$ cat src/ett_pkg.sv
// Function
// - mode bits pick stand-alone, cascade, carrier, PWM, PPG or 24-bit use per channel
// - channels b and c also count external pin events in stand-alone mode
// - cascade joins counters a and b into one 16-bit counter
// - carrier clock from b is gated onto b's output, period set by a
// - PWM on a: free-running period, compare a sets the high width
// - PPG: programmable period and width, compare c sets c's low width
// - carrier and PPG: high-width compare sets the channel's high width
// - 24-bit use of c only counts; wide counter is clocked by c's request
// - counter a equal to compare a raises request a, except in cascade
// - cascade: request b only on simultaneous match of both, request a never
// - high-width compare match also raises that channel's request
// - counters read 00 after reset, compare registers are left unreset
// - counters are read-only bytes, compare registers are written as bytes
// - stand-alone counter clears on reset, run clear, match and overflow
// - cascade counters clear together on reset, run_b clear, joint match, overflow
// - three 8-bit counters, five 8-bit compares, three timer outputs
// - cascade counting follows run_b only, run_a is ignored
// - carrier and PPG counters also clear on the high-width match
`default_nettype none
package ett_pkg;
    localparam int W = 8;
    localparam int AW = 4;
    // register byte offsets
    localparam logic [3:0] OFS_CMP_A = 4'h0;
    localparam logic [3:0] OFS_CMP_B = 4'h1;
    localparam logic [3:0] OFS_CMP_C = 4'h2;
    localparam logic [3:0] OFS_HW_B = 4'h3;
    localparam logic [3:0] OFS_HW_C = 4'h4;
    localparam logic [3:0] OFS_CNT_A = 4'h5;
    localparam logic [3:0] OFS_CNT_B = 4'h6;
    localparam logic [3:0] OFS_CNT_C = 4'h7;
    localparam logic [3:0] OFS_CTL_A = 4'h8;
    localparam logic [3:0] OFS_CTL_B = 4'h9;
    localparam logic [3:0] OFS_CTL_C = 4'ha;
    localparam logic [3:0] OFS_CARR = 4'hb;
    // control field positions
    localparam int B_RUN = 7;
    localparam int B_EDGE = 6;
    localparam int B_CLK_HI = 5;
    localparam int B_CLK_LO = 4;
    localparam int B_MODE_HI = 2;
    localparam int B_MODE_LO = 1;
    localparam int B_OUT_EN = 0;
    localparam int B_RMC = 2;
    localparam int B_NRZ_BUF = 1;
    localparam int B_NRZ = 0;
    localparam logic [7:0] CTL_RESET = 8'h00;
    localparam logic [7:0] CNT_RESET = 8'h00;
    localparam logic [7:0] CNT_FULL = 8'hff;
    // count clock choices
    localparam logic [1:0] CLK_SYS = 2'h0;
    localparam logic [1:0] CLK_PRE = 2'h1;
    localparam logic [1:0] CLK_ALT = 2'h2;
    localparam logic [1:0] CLK_ALT2 = 2'h3;
    // mode codes of the a/b mode fields
    localparam logic [1:0] MD_PLAIN = 2'h0;
    localparam logic [1:0] MD_CASC = 2'h1;
    localparam logic [1:0] MD_SHAPE = 2'h2;
    localparam logic [1:0] MD_CARR = 2'h3;
    localparam logic [2:0] PRE_LAST = 3'h7;
    localparam logic [2:0] PRE_HALF = 3'h3;

    typedef struct packed {
        logic [W-1:0] count;
        logic eq;
        logic eq_h;
        logic full;
    } ett_chan_t;

    typedef struct packed {
        logic [AW-1:0] addr;
        logic wr;
        logic rd;
        logic [W-1:0] wdata;
    } ett_bus_t;
endpackage : ett_pkg
`default_nettype wire

$ cat src/ett_top.sv
`timescale 1ns/1ps
`default_nettype none
module ett_top
    import ett_pkg::*;
(
    input wire logic mclk,              // system clock, 200 MHz
    input wire logic resetn,            // async reset, low
    input wire ett_pkg::ett_bus_t bus,  // cpu register access
    output logic [7:0] rdata,           // read data, one cycle after rd
    input wire logic ext_count_in_b,    // external count pin for b
    input wire logic ext_count_in_c,    // external count pin for c
    output logic timer_out_a,           // timer output a
    output logic timer_out_b,           // timer output b
    output logic timer_out_c,           // timer output c
    output logic match_irq_a,           // request a, one-cycle pulse
    output logic match_irq_b,           // request b, one-cycle pulse
    output logic match_irq_c            // request c, also wide counter clock
);
    import ett_pkg::*;

    // pick a count pulse from the selected source
    function automatic logic sel_tick(input logic [1:0] sel, input logic pre,
                                      input logic alt, input logic alt2);
        logic r;
        r = 1'b1;
        unique case (sel)
            CLK_SYS: r = 1'b1;
            CLK_PRE: r = pre;
            CLK_ALT: r = alt;
            CLK_ALT2: r = alt2;
        endcase
        return r;
    endfunction : sel_tick

    logic [7:0] cmp_a, cmp_b, cmp_c, hw_b, hw_c;
    logic [7:0] ctl_a, ctl_b, ctl_c;
    logic [2:0] carr;
    logic [2:0] pre;
    logic [1:0] sync1, sync2, sync3;
    logic ph_b, ph_c, out_b_q;
    ett_chan_t st_a, st_b, st_c;

    // control fields
    wire run_a = ctl_a[B_RUN];
    wire run_b = ctl_b[B_RUN];
    wire run_c = ctl_c[B_RUN];
    wire both_edge_sel_a = ctl_a[B_EDGE];
    wire out_en_a = ctl_a[B_OUT_EN];
    wire out_en_b = ctl_b[B_OUT_EN];
    wire out_en_c = ctl_c[B_OUT_EN];
    wire [1:0] mode_a = {ctl_a[B_MODE_HI], ctl_a[B_MODE_LO]};
    wire [1:0] mode_b = {ctl_b[B_MODE_HI], ctl_b[B_MODE_LO]};
    wire standalone_sel_c = ctl_c[B_MODE_LO];
    wire [1:0] clk_a = {ctl_a[B_CLK_HI], ctl_a[B_CLK_LO]};
    wire [1:0] clk_b = {ctl_b[B_CLK_HI], ctl_b[B_CLK_LO]};
    wire [1:0] clk_c = {ctl_c[B_CLK_HI], ctl_c[B_CLK_LO]};
    wire rmc = carr[B_RMC];
    wire nrz = carr[B_NRZ];
    wire nrz_buf = carr[B_NRZ_BUF];

    // mode decode; unlisted combinations fall back to stand-alone behaviour
    wire casc = (mode_a == MD_CASC) && (mode_b == MD_CASC);
    wire carrier = (mode_a == MD_PLAIN) && (mode_b == MD_CARR);
    wire pwm = (mode_a == MD_SHAPE);
    wire ppg_b = (mode_b == MD_SHAPE) && !casc;
    wire ppg_c = standalone_sel_c;
    wire shape_b = ppg_b || carrier;
    // prescaler: rising pulse at wrap, half pulse gives the second edge
    wire pre_rise = (pre == PRE_LAST);
    wire pre_fall = (pre == PRE_HALF);
    wire pre_a = pre_rise || (pwm && both_edge_sel_a && pre_fall);
    // pin edges read only from the second and third sync stages
    wire [1:0] pin_rise = sync2 & ~sync3;
    wire out_b_rise = timer_out_b && !out_b_q;
    // count pulses; cascade drives a from b's clock and b from a's carry
    wire src_b = sel_tick(clk_b, pre_rise, pin_rise[0], pin_rise[0]);
    wire src_c = sel_tick(clk_c, pre_rise, pin_rise[1], pin_rise[1]);
    wire src_a = sel_tick(clk_a, pre_a, match_irq_b, out_b_rise);
    wire run_eff_a = casc ? run_b : run_a;
    wire tick_a = run_eff_a && (casc ? src_b : src_a);
    wire tick_b = run_b && (casc ? (tick_a && st_a.full) : src_b);
    wire tick_c = run_c && src_c;
    // match events
    wire ev_a = tick_a && st_a.eq;
    wire ev16 = casc && tick_a && st_a.eq && st_b.eq;
    wire ev_b = tick_b && (shape_b ? (ph_b ? st_b.eq_h : st_b.eq) : st_b.eq);
    wire ev_c = tick_c && (ppg_c ? (ph_c ? st_c.eq_h : st_c.eq) : st_c.eq);

    // clear terms; pwm free-runs through its compare
    wire clr_a = !run_eff_a || (casc ? ev16 : (!pwm && ev_a));
    wire clr_b = !run_b || (casc ? ev16 : ev_b);
    wire clr_c = !run_c || ev_c;

    ett_chan u_a (
        .mclk(mclk),
        .resetn(resetn),
        .tick(tick_a),
        .clr(clr_a),
        .cmp(cmp_a),
        .hcmp(cmp_a),
        .st(st_a)
    );
    ett_chan u_b (
        .mclk(mclk),
        .resetn(resetn),
        .tick(tick_b),
        .clr(clr_b),
        .cmp(cmp_b),
        .hcmp(hw_b),
        .st(st_b)
    );
    ett_chan u_c (
        .mclk(mclk),
        .resetn(resetn),
        .tick(tick_c),
        .clr(clr_c),
        .cmp(cmp_c),
        .hcmp(hw_c),
        .st(st_c)
    );
    // register decode
    wire wr_cmp_a = bus.wr && (bus.addr == OFS_CMP_A);
    wire wr_cmp_b = bus.wr && (bus.addr == OFS_CMP_B);
    wire wr_cmp_c = bus.wr && (bus.addr == OFS_CMP_C);
    wire wr_hw_b = bus.wr && (bus.addr == OFS_HW_B);
    wire wr_hw_c = bus.wr && (bus.addr == OFS_HW_C);
    wire wr_ctl_a = bus.wr && (bus.addr == OFS_CTL_A);
    wire wr_ctl_b = bus.wr && (bus.addr == OFS_CTL_B);
    wire wr_ctl_c = bus.wr && (bus.addr == OFS_CTL_C);
    wire wr_carr = bus.wr && (bus.addr == OFS_CARR);

    // read mux; counters are read-only, unmapped offsets read 00
    logic [7:0] next_rdata;
    always_comb
    begin
        next_rdata = 8'h00;
        unique case (bus.addr)
            OFS_CMP_A: next_rdata = cmp_a;
            OFS_CMP_B: next_rdata = cmp_b;
            OFS_CMP_C: next_rdata = cmp_c;
            OFS_HW_B: next_rdata = hw_b;
            OFS_HW_C: next_rdata = hw_c;
            OFS_CNT_A: next_rdata = st_a.count;
            OFS_CNT_B: next_rdata = st_b.count;
            OFS_CNT_C: next_rdata = st_c.count;
            OFS_CTL_A: next_rdata = ctl_a;
            OFS_CTL_B: next_rdata = ctl_b;
            OFS_CTL_C: next_rdata = ctl_c;
            OFS_CARR: next_rdata = {5'h00, carr};
            default: next_rdata = 8'h00;
        endcase
    end

    // compare registers carry no reset: their value is undefined until written
    always_ff @(posedge mclk)
    begin
        if (wr_cmp_a) cmp_a <= bus.wdata;
        if (wr_cmp_b) cmp_b <= bus.wdata;
        if (wr_cmp_c) cmp_c <= bus.wdata;
        if (wr_hw_b) hw_b <= bus.wdata;
        if (wr_hw_c) hw_c <= bus.wdata;
    end

    // control registers and read data
    always_ff @(posedge mclk or negedge resetn)
    begin
        if (!resetn)
        begin
            ctl_a <= CTL_RESET;
            ctl_b <= CTL_RESET;
            ctl_c <= CTL_RESET;
            rdata <= 8'h00;
        end
        else
        begin
            if (wr_ctl_a) ctl_a <= bus.wdata;
            if (wr_ctl_b) ctl_b <= {bus.wdata[7], 1'b0, bus.wdata[5:0]};
            if (wr_ctl_c) ctl_c <= {bus.wdata[7], 1'b0, bus.wdata[5:0]};
            if (bus.rd) rdata <= next_rdata;
        end
    end

    // carrier data: next level loads on a's match, writes reach it only while b's output is disabled
    wire next_nrz = (carrier && ev_a) ? nrz_buf : ((wr_carr && !out_en_b) ? bus.wdata[0] : nrz);
    always_ff @(posedge mclk or negedge resetn)
    begin
        if (!resetn)
            carr <= 3'h0;
        else
        begin
            carr[B_NRZ] <= next_nrz;
            if (wr_carr) carr[2:1] <= bus.wdata[2:1];
        end
    end

    // prescaler and pin synchronisers
    always_ff @(posedge mclk or negedge resetn)
    begin
        if (!resetn)
        begin
            pre <= 3'h0;
            sync1 <= 2'h0;
            sync2 <= 2'h0;
            sync3 <= 2'h0;
        end
        else
        begin
            pre <= pre + 3'h1;
            sync1 <= {ext_count_in_c, ext_count_in_b};
            sync2 <= sync1;
            sync3 <= sync2;
        end
    end

    // phases: 1 = high width running against the high-width compare
    always_ff @(posedge mclk or negedge resetn)
    begin
        if (!resetn)
        begin
            ph_b <= 1'b0;
            ph_c <= 1'b0;
        end
        else
        begin
            if (!run_b || !shape_b) ph_b <= 1'b0;
            else if (ev_b) ph_b <= !ph_b;
            if (!run_c || !ppg_c) ph_c <= 1'b0;
            else if (ev_c) ph_c <= !ph_c;
        end
    end

    // output stage; a is disabled in cascade and b then carries the 16-bit wave
    logic next_out_a, next_out_b, next_out_c;
    always_comb
    begin
        next_out_a = timer_out_a;
        if (!out_en_a || casc)
            next_out_a = 1'b0;
        else if (pwm)
            next_out_a = run_a && (st_a.count < cmp_a);
        else if (ev_a)
            next_out_a = !timer_out_a;
        next_out_b = timer_out_b;
        if (!out_en_b)
            next_out_b = 1'b0;
        else if (carrier)
            next_out_b = nrz && (rmc || ph_b);
        else if (ppg_b)
            next_out_b = ph_b;
        else if (casc ? ev16 : ev_b)
            next_out_b = !timer_out_b;
        next_out_c = timer_out_c;
        if (!out_en_c)
            next_out_c = 1'b0;
        else if (ppg_c)
            next_out_c = ph_c;
        else if (ev_c)
            next_out_c = !timer_out_c;
    end

    // outputs and match requests from flip-flops
    always_ff @(posedge mclk or negedge resetn)
    begin
        if (!resetn)
        begin
            timer_out_a <= 1'b0;
            timer_out_b <= 1'b0;
            timer_out_c <= 1'b0;
            out_b_q <= 1'b0;
            match_irq_a <= 1'b0;
            match_irq_b <= 1'b0;
            match_irq_c <= 1'b0;
        end
        else
        begin
            timer_out_a <= next_out_a;
            timer_out_b <= next_out_b;
            timer_out_c <= next_out_c;
            out_b_q <= timer_out_b;
            match_irq_a <= ev_a && !casc;
            match_irq_b <= casc ? ev16 : ev_b;
            match_irq_c <= ev_c;
        end
    end
endmodule : ett_top
`default_nettype wire

$ cat src/ett_chan.sv
`timescale 1ns/1ps
`default_nettype none
module ett_chan
    import ett_pkg::*;
(
    input wire logic mclk,              // system clock
    input wire logic resetn,            // async reset, low
    input wire logic tick,              // count enable pulse
    input wire logic clr,               // synchronous clear
    input wire logic [7:0] cmp,         // compare value
    input wire logic [7:0] hcmp,        // high-width compare value
    output ett_pkg::ett_chan_t st       // count and compare flags
);
    import ett_pkg::*;

    logic [7:0] count;
    logic [7:0] next_count;

    // clear beats counting; ff+1 wraps to 00 which is the overflow clear
    assign next_count = clr ? CNT_RESET : (tick ? count + 8'h01 : count);
    assign st.count = count;
    assign st.eq = (count == cmp);
    assign st.eq_h = (count == hcmp);
    assign st.full = (count == CNT_FULL);

    always_ff @(posedge mclk or negedge resetn)
    begin
        if (!resetn)
            count <= CNT_RESET;
        else
            count <= next_count;
    end
endmodule : ett_chan
`default_nettype wire

$ cat config.mk
export PLATFORM = sky130hd
export DESIGN_NAME = ett_top
export DESIGN_NICKNAME = d
export VERILOG_FILES = /design/src/ett_pkg.sv /design/src/ett_top.sv /design/src/ett_chan.sv
export SDC_FILE = /design/constraint.sdc
export NUM_CORES = 1
export LEC_CHECK = 0
export BUFFER_PORTS_ARGS = -buffer_cell sky130_fd_sc_hd__buf_2
export CORE_ASPECT_RATIO = 0.5
export CORE_MARGIN = 4
export CORE_UTILIZATION = 60
export CTS_BUF_LIST = sky130_fd_sc_hd__clkbuf_4 sky130_fd_sc_hd__clkbuf_8
export CTS_CLUSTER_DIAMETER = 30
export DETAILED_ROUTE_END_ITERATION = 10
export GPL_ROUTABILITY_DRIVEN = 0
export PLACE_DENSITY = 0.9
export RECOVER_POWER = 100
export SLEW_MARGIN = 20
export SYNTH_ARGS = -nofsm -noshare
export SYNTH_HDL_FRONTEND = slang
export SYNTH_SLANG_ARGS = --single-unit
export TNS_END_PERCENT = 1
$ cat constraint.sdc
create_clock -name mclk -period 4.3 [get_ports mclk]
set_input_delay 1.29 -clock mclk [delete_from_list [all_inputs] [get_ports mclk]]
set_output_delay 1.29 -clock mclk [all_outputs]
set_load 0.01 [all_outputs]
; Yosys cells after proc, flatten, opt, wreduce, memory -nomap -nowiden
; Cells that the tools add are included.
[word_totals]
out_inout_bits = 14
wordCells = 173
register_bits = 115
in_bits = 18
[classes]
n_addsub = 4
n_reduce_logical = 69
mux = 35
n_bitwise = 2
eq_ne = 35
n_lt_le_gt_ge = 1
[ops]
columns = op, n
row1 = $pmux 8 s12, 1
row2 = $mux 8, 6
row3 = $eq 8x8->1, 5
row4 = $logic_and 1x1->1, 31
row5 = $mux 1, 25
row6 = $add 8x1->8 const B, 3
row7 = $eq 2x2->1 const B, 9
row8 = $eq 4x3->1 const B, 4
row9 = $eq 4x4->1 const B, 4
row10 = $logic_not 1->1, 15
row11 = $reduce_bool 2->1, 6
row12 = $eq 2x1->1 const B, 5
row13 = $logic_or 1x1->1, 9
row14 = $eq 4x2->1 const B, 2
row15 = $eq 8x8->1 const B, 1
row16 = $logic_not 2->1, 4
row17 = $lt 8x8->1, 1
row18 = $pmux 1 s3, 2
row19 = $eq 4x1->1 const B, 1
row20 = $logic_not 4->1, 1
row21 = $ne 4x1->1 const B, 1
row22 = $pmux 1 s4, 1
row23 = $reduce_or 2->1, 2
row24 = $add 3x1->3 const B, 1
row25 = other kinds (6), 6

; Depth between registers and ports, before layout
[depth]
word_depth = 16
mapped_depth = 9
ltp_nobuf = 8

; Cells and area by module
; Synthesis repeated with hierarchy kept, for this count alone.
[hier_totals]
cells_unflattened = 565
area_unflattened_um2 = 6218.5
[by_module_without_submodules]
columns = mod, seq_area_each_um2, cells_per_inst, area_per_inst_um2, instances
row1 = ett_top, 2477.4, 373, 4491.8, 1
row2 = ett_chan, 200.2, 64, 575.6, 3

; Least setup slack after synthesis
; No wires, ideal clock.
[synth_path]
path_type = input port to flip-flop
from = input port bus[11] (netlist name)
to = register cmp_a[0] (enable)
path_slack_ps = 1399
setup_time_ps = 383
n_path_buf = 3
required_time_ps = 3917
t_arrival_ps = 2518
cell_stages = 4
cell_sequence = buf_2 > buf_1 > clkbuf_1 > nor3_1
[synth_via]
elab_chain_cells = 2
[synth_lines]
columns = element, line
row1 = start: declaration, ett_top.sv:8  ; input wire ett_pkg::ett_bus_t bus,
row2 = $logic_not 4->1, ett_top.sv:122  ; wire wr_cmp_a = bus.wr && (bus.addr == OFS_CMP_A);
row3 = $logic_and 1x1->1, ett_top.sv:122
row4 = named net wr_cmp_a, ett_top.sv:122
row5 = end signal: assignment, ett_top.sv:157  ; if (wr_cmp_a) cmp_a <= bus.wdata;
row6 = end: declaration, ett_top.sv:35  ; logic [7:0] cmp_a, cmp_b, cmp_c, hw_b, hw_c;
; The timed path passes the listed nets, and every way through them passes these cells.
; A chain may end at the register's enable or synchronous reset.

; Worst setup path after layout
[layout_path]
from = input port bus[12] (netlist name)
to = register ctl_c[2]
[layout_via]
elab_chain_cells = 2
[layout_lines]
columns = element, line
row1 = $eq 4x4->1, ett_top.sv:129  ; wire wr_ctl_c = bus.wr && (bus.addr == OFS_CTL_C);
row2 = $logic_and 1x1->1, ett_top.sv:129
row3 = end signal: assignment, ett_top.sv:178  ; if (wr_ctl_c) ctl_c <= {bus.wdata[7], 1'b0, bus.wdata[5:0]};
row4 = end: declaration, ett_top.sv:36  ; logic [7:0] ctl_a, ctl_b, ctl_c;
; No other way between the ends.

==> impl_metrics.tcl <==
set metrics [dict create \
    min_period_ns 3.50 \
    setup_viol 0 \
    tightest_slew_ns 1.88 \
    synthFlopType "dfrtp_1" \
    max_slew_margin_pct -25.4 \
    synth_top_area_cell "dfrtp_1" \
    fin_cells 696 \
    whs_path_depth 0 \
    ys_ff_latch 115 \
    grt_pass1_vias 4695 \
    fillCellCount 635 \
    min-delay-path-class "reg -> reg" \
    synthesis.nets 554 \
    drc 0 \
    cts_tree "built" \
    portBuffers 31 \
    p_per_area_nw_per_um2 457 \
    outcome "complete, but fails checks" \
    cts_sinks 115 \
    yosysUniqueCellTypes 61 \
    nNetsFinal 580 \
    endpoint_kind "flip-flop" \
    grt_overflow_total 0 \
    ys_seq_area_share_pct 51.8 \
    core_sq_um 9540 \
    initial_core_util_pct 62.3 \
    synthArstFlopShare_pct 65.2 \
    routed-via-count 4735 \
    insertion_delay_ns 0.45 \
    hold_buffers 0 \
    die_h_microns 78.4 \
    worst-r2r-cell-count 8 \
    drt_wl_total_mm 16.2 \
    rsz0062_at_grt "false" \
    place_inst 664 \
    synthesis.area_sq_um 5950 \
    drive_above_1_share_pct 14.3 \
    first_pass_iters 6 \
    post-cts-setup-buffers 0 \
    drv_slew 76 \
    grt_max_degree 76 \
    die_w_microns 149 \
    finalHoldViolCount 0 \
    fin_crit_sh_pct 81.4 \
    place_hpwl_mm 10.9 \
    yosysWarningCount 0 \
    p_leak_nw 2.64 \
    synthMostInstantiatedCell "dfrtp_1" \
    io_pins 32 \
    critPathKind "in -> reg" \
    fmax_mhz 286 \
    rows 25 \
    cts_buffer_depth 2 \
    cap_violations 1 \
    synth.area.top_cells "dfrtp_1, edfxtp_1, xor2_1" \
    area_delta_synth_final_pct 10.6 \
    synthCells 522 \
    postSynthAreaPerCell_sq_um 11.4 \
    via_per_inst 6.80 \
    cts_made_buffers 17 \
    initialDrtViolationCount 664 \
    cts-root-buf "clkbuf_8" \
    cts_resized 0 \
    yosys-top-cells-count "dfrtp_1, nor2_1, edfxtp_1" \
    ant_nets 0 \
    worstPathArrival_ns 3.84 \
    synth_edf_count 40 \
    wl_per_cell_microns 23.2 \
    fin_tns_setup_ns 0 \
    skew_ns 0.0107 \
    cp-start-kind "input pin" \
    vdd_drop_max_mv 0.240 \
    required_ns 4.64 \
    clkTransAtPathRegs_ns 0.08 \
    antenna_found_initial 0 \
    die-area_sq_um 11700 \
    grt_pass1_wl_mm 25.6 \
    crit_fanout 31 \
    h-tree-depth 4 \
    diodes 0 \
    failed_checks "capacitance limit, slew limit" \
    synth_top_area_share_pct 31.6 \
    grt_usage_pct 29.2 \
]
[state kept, by name, summed over array words and instances (netlist names), 2 cells and up]
register	cells
carr	3
cmp_a	8
cmp_b	8
cmp_c	8
ctl_a	8
ctl_b	7
ctl_c	7
hw_b	8
hw_c	8
pre	3
rdata	8
sync1	2
sync2	2
sync3	2
u_a.count	8
u_b.count	8
u_c.count	8
[worst paths after layout]
| kind | end | start | slack, ns |
|---|---|---|---|
| min in group asynchronous | u_c.count[7] | resetn | 1.34 |
| max in group asynchronous | u_b.count[2] | resetn | 1.82 |
| min reg2reg | sync2[1] | sync1[1] | 0.36 |
| max | ctl_c[2] | bus[12] | 0.80 |
| max reg2reg | u_a.count[2] | pre[0] | 1.20 |
| min | sync2[1] | sync1[1] | 0.36 |
[cells in the final DEF (no fill, tap or decap), drive strengths merged, types with 5 or more instances in the layout]
master and count:
a21oi 20, a221oi 9, a22oi 5, a31oi 6
and3 5, buf 7, clkbuf 44, dfrtp 75
edfxtp 40, ha 14, inv 25, mux2 26
mux2i 11, nand2 28, nand2b 6, nand3 14
nand3b 6, nand4 12, nor2 52, nor2b 9
o211ai 7, o21ai 15, xnor2 20, xor2 36
[power breakdown]
group	internal (mW)	leakage [nW]	total, mW	switching [mW]
Combinational	0.193	1.09	0.454	0.261
Clock	0.672	0.224	1.16	0.484
Sequential	1.24	1.33	1.40	0.162
[worst max-delay path, cell delays in order]
cell	delay, ns
clkbuf_1	0.55
nor2b_1	0.79
nand2_1	0.25
nor2_1	0.53
mux2_2	0.41
[layer usage]
metal | track usage, % | routed length, microns
met2 | 44.0 | 6990
met1 | 37.2 | 6080
met5 | 0 | 0
met4 | 13.2 | 839
met3 | 12.3 | 2260
[metrics by stage]
| step | power, mW | hold slack [ns] | setup slack, ns | util (%) | area, sq um |
|---|---|---|---|---|---|
| 6_report | 3.01 | 0.356 | 0.799 | 68.9 | 6580 |
| 5_1_grt | 3.11 | 0.355 | 0.635 | 68.9 | 6580 |
| 4_1_cts | 3.01 | 0.354 | 1.31 | 69.5 | 6630 |
| 3_5_place_dp | 1.85 | 0.336 | 0.961 | 64.7 | 6170 |
| 3_3_place_gp | 1.83 | 0.333 | 1.06 | 64.7 | 6170 |
| 2_1_floorplan | 1.68 | 0.331 | 1.40 | - | 5950 |
[cells by family after synthesis]
| logic type | share of synthesized area [%] |
|---|---|
| xor gates and xnor gates | 8.25 |
| AOI/OAI and AO/OA | 12.1 |
| buffers and inverters | 3.16 |
| adders and majority gates | 2.95 |
| muxes | 8.29 |
| and+or+nand+nor | 13.5 |
| DFF | 51.8 |
[cell type report]
type                            count  area, sq um  area share [%]
Clock buffer                       19          262            3.98
Clock inverter                     13          196            2.99
Inverter                           22         82.6            1.26
Multi-Input combinational cell    360         2660            40.4
Sequential cell                   115         3080            46.8
Tap cell                          135          169            2.57
Timing Repair Buffer               32          130            1.98
No activity file was read; power rests on OpenSTA's default activity.
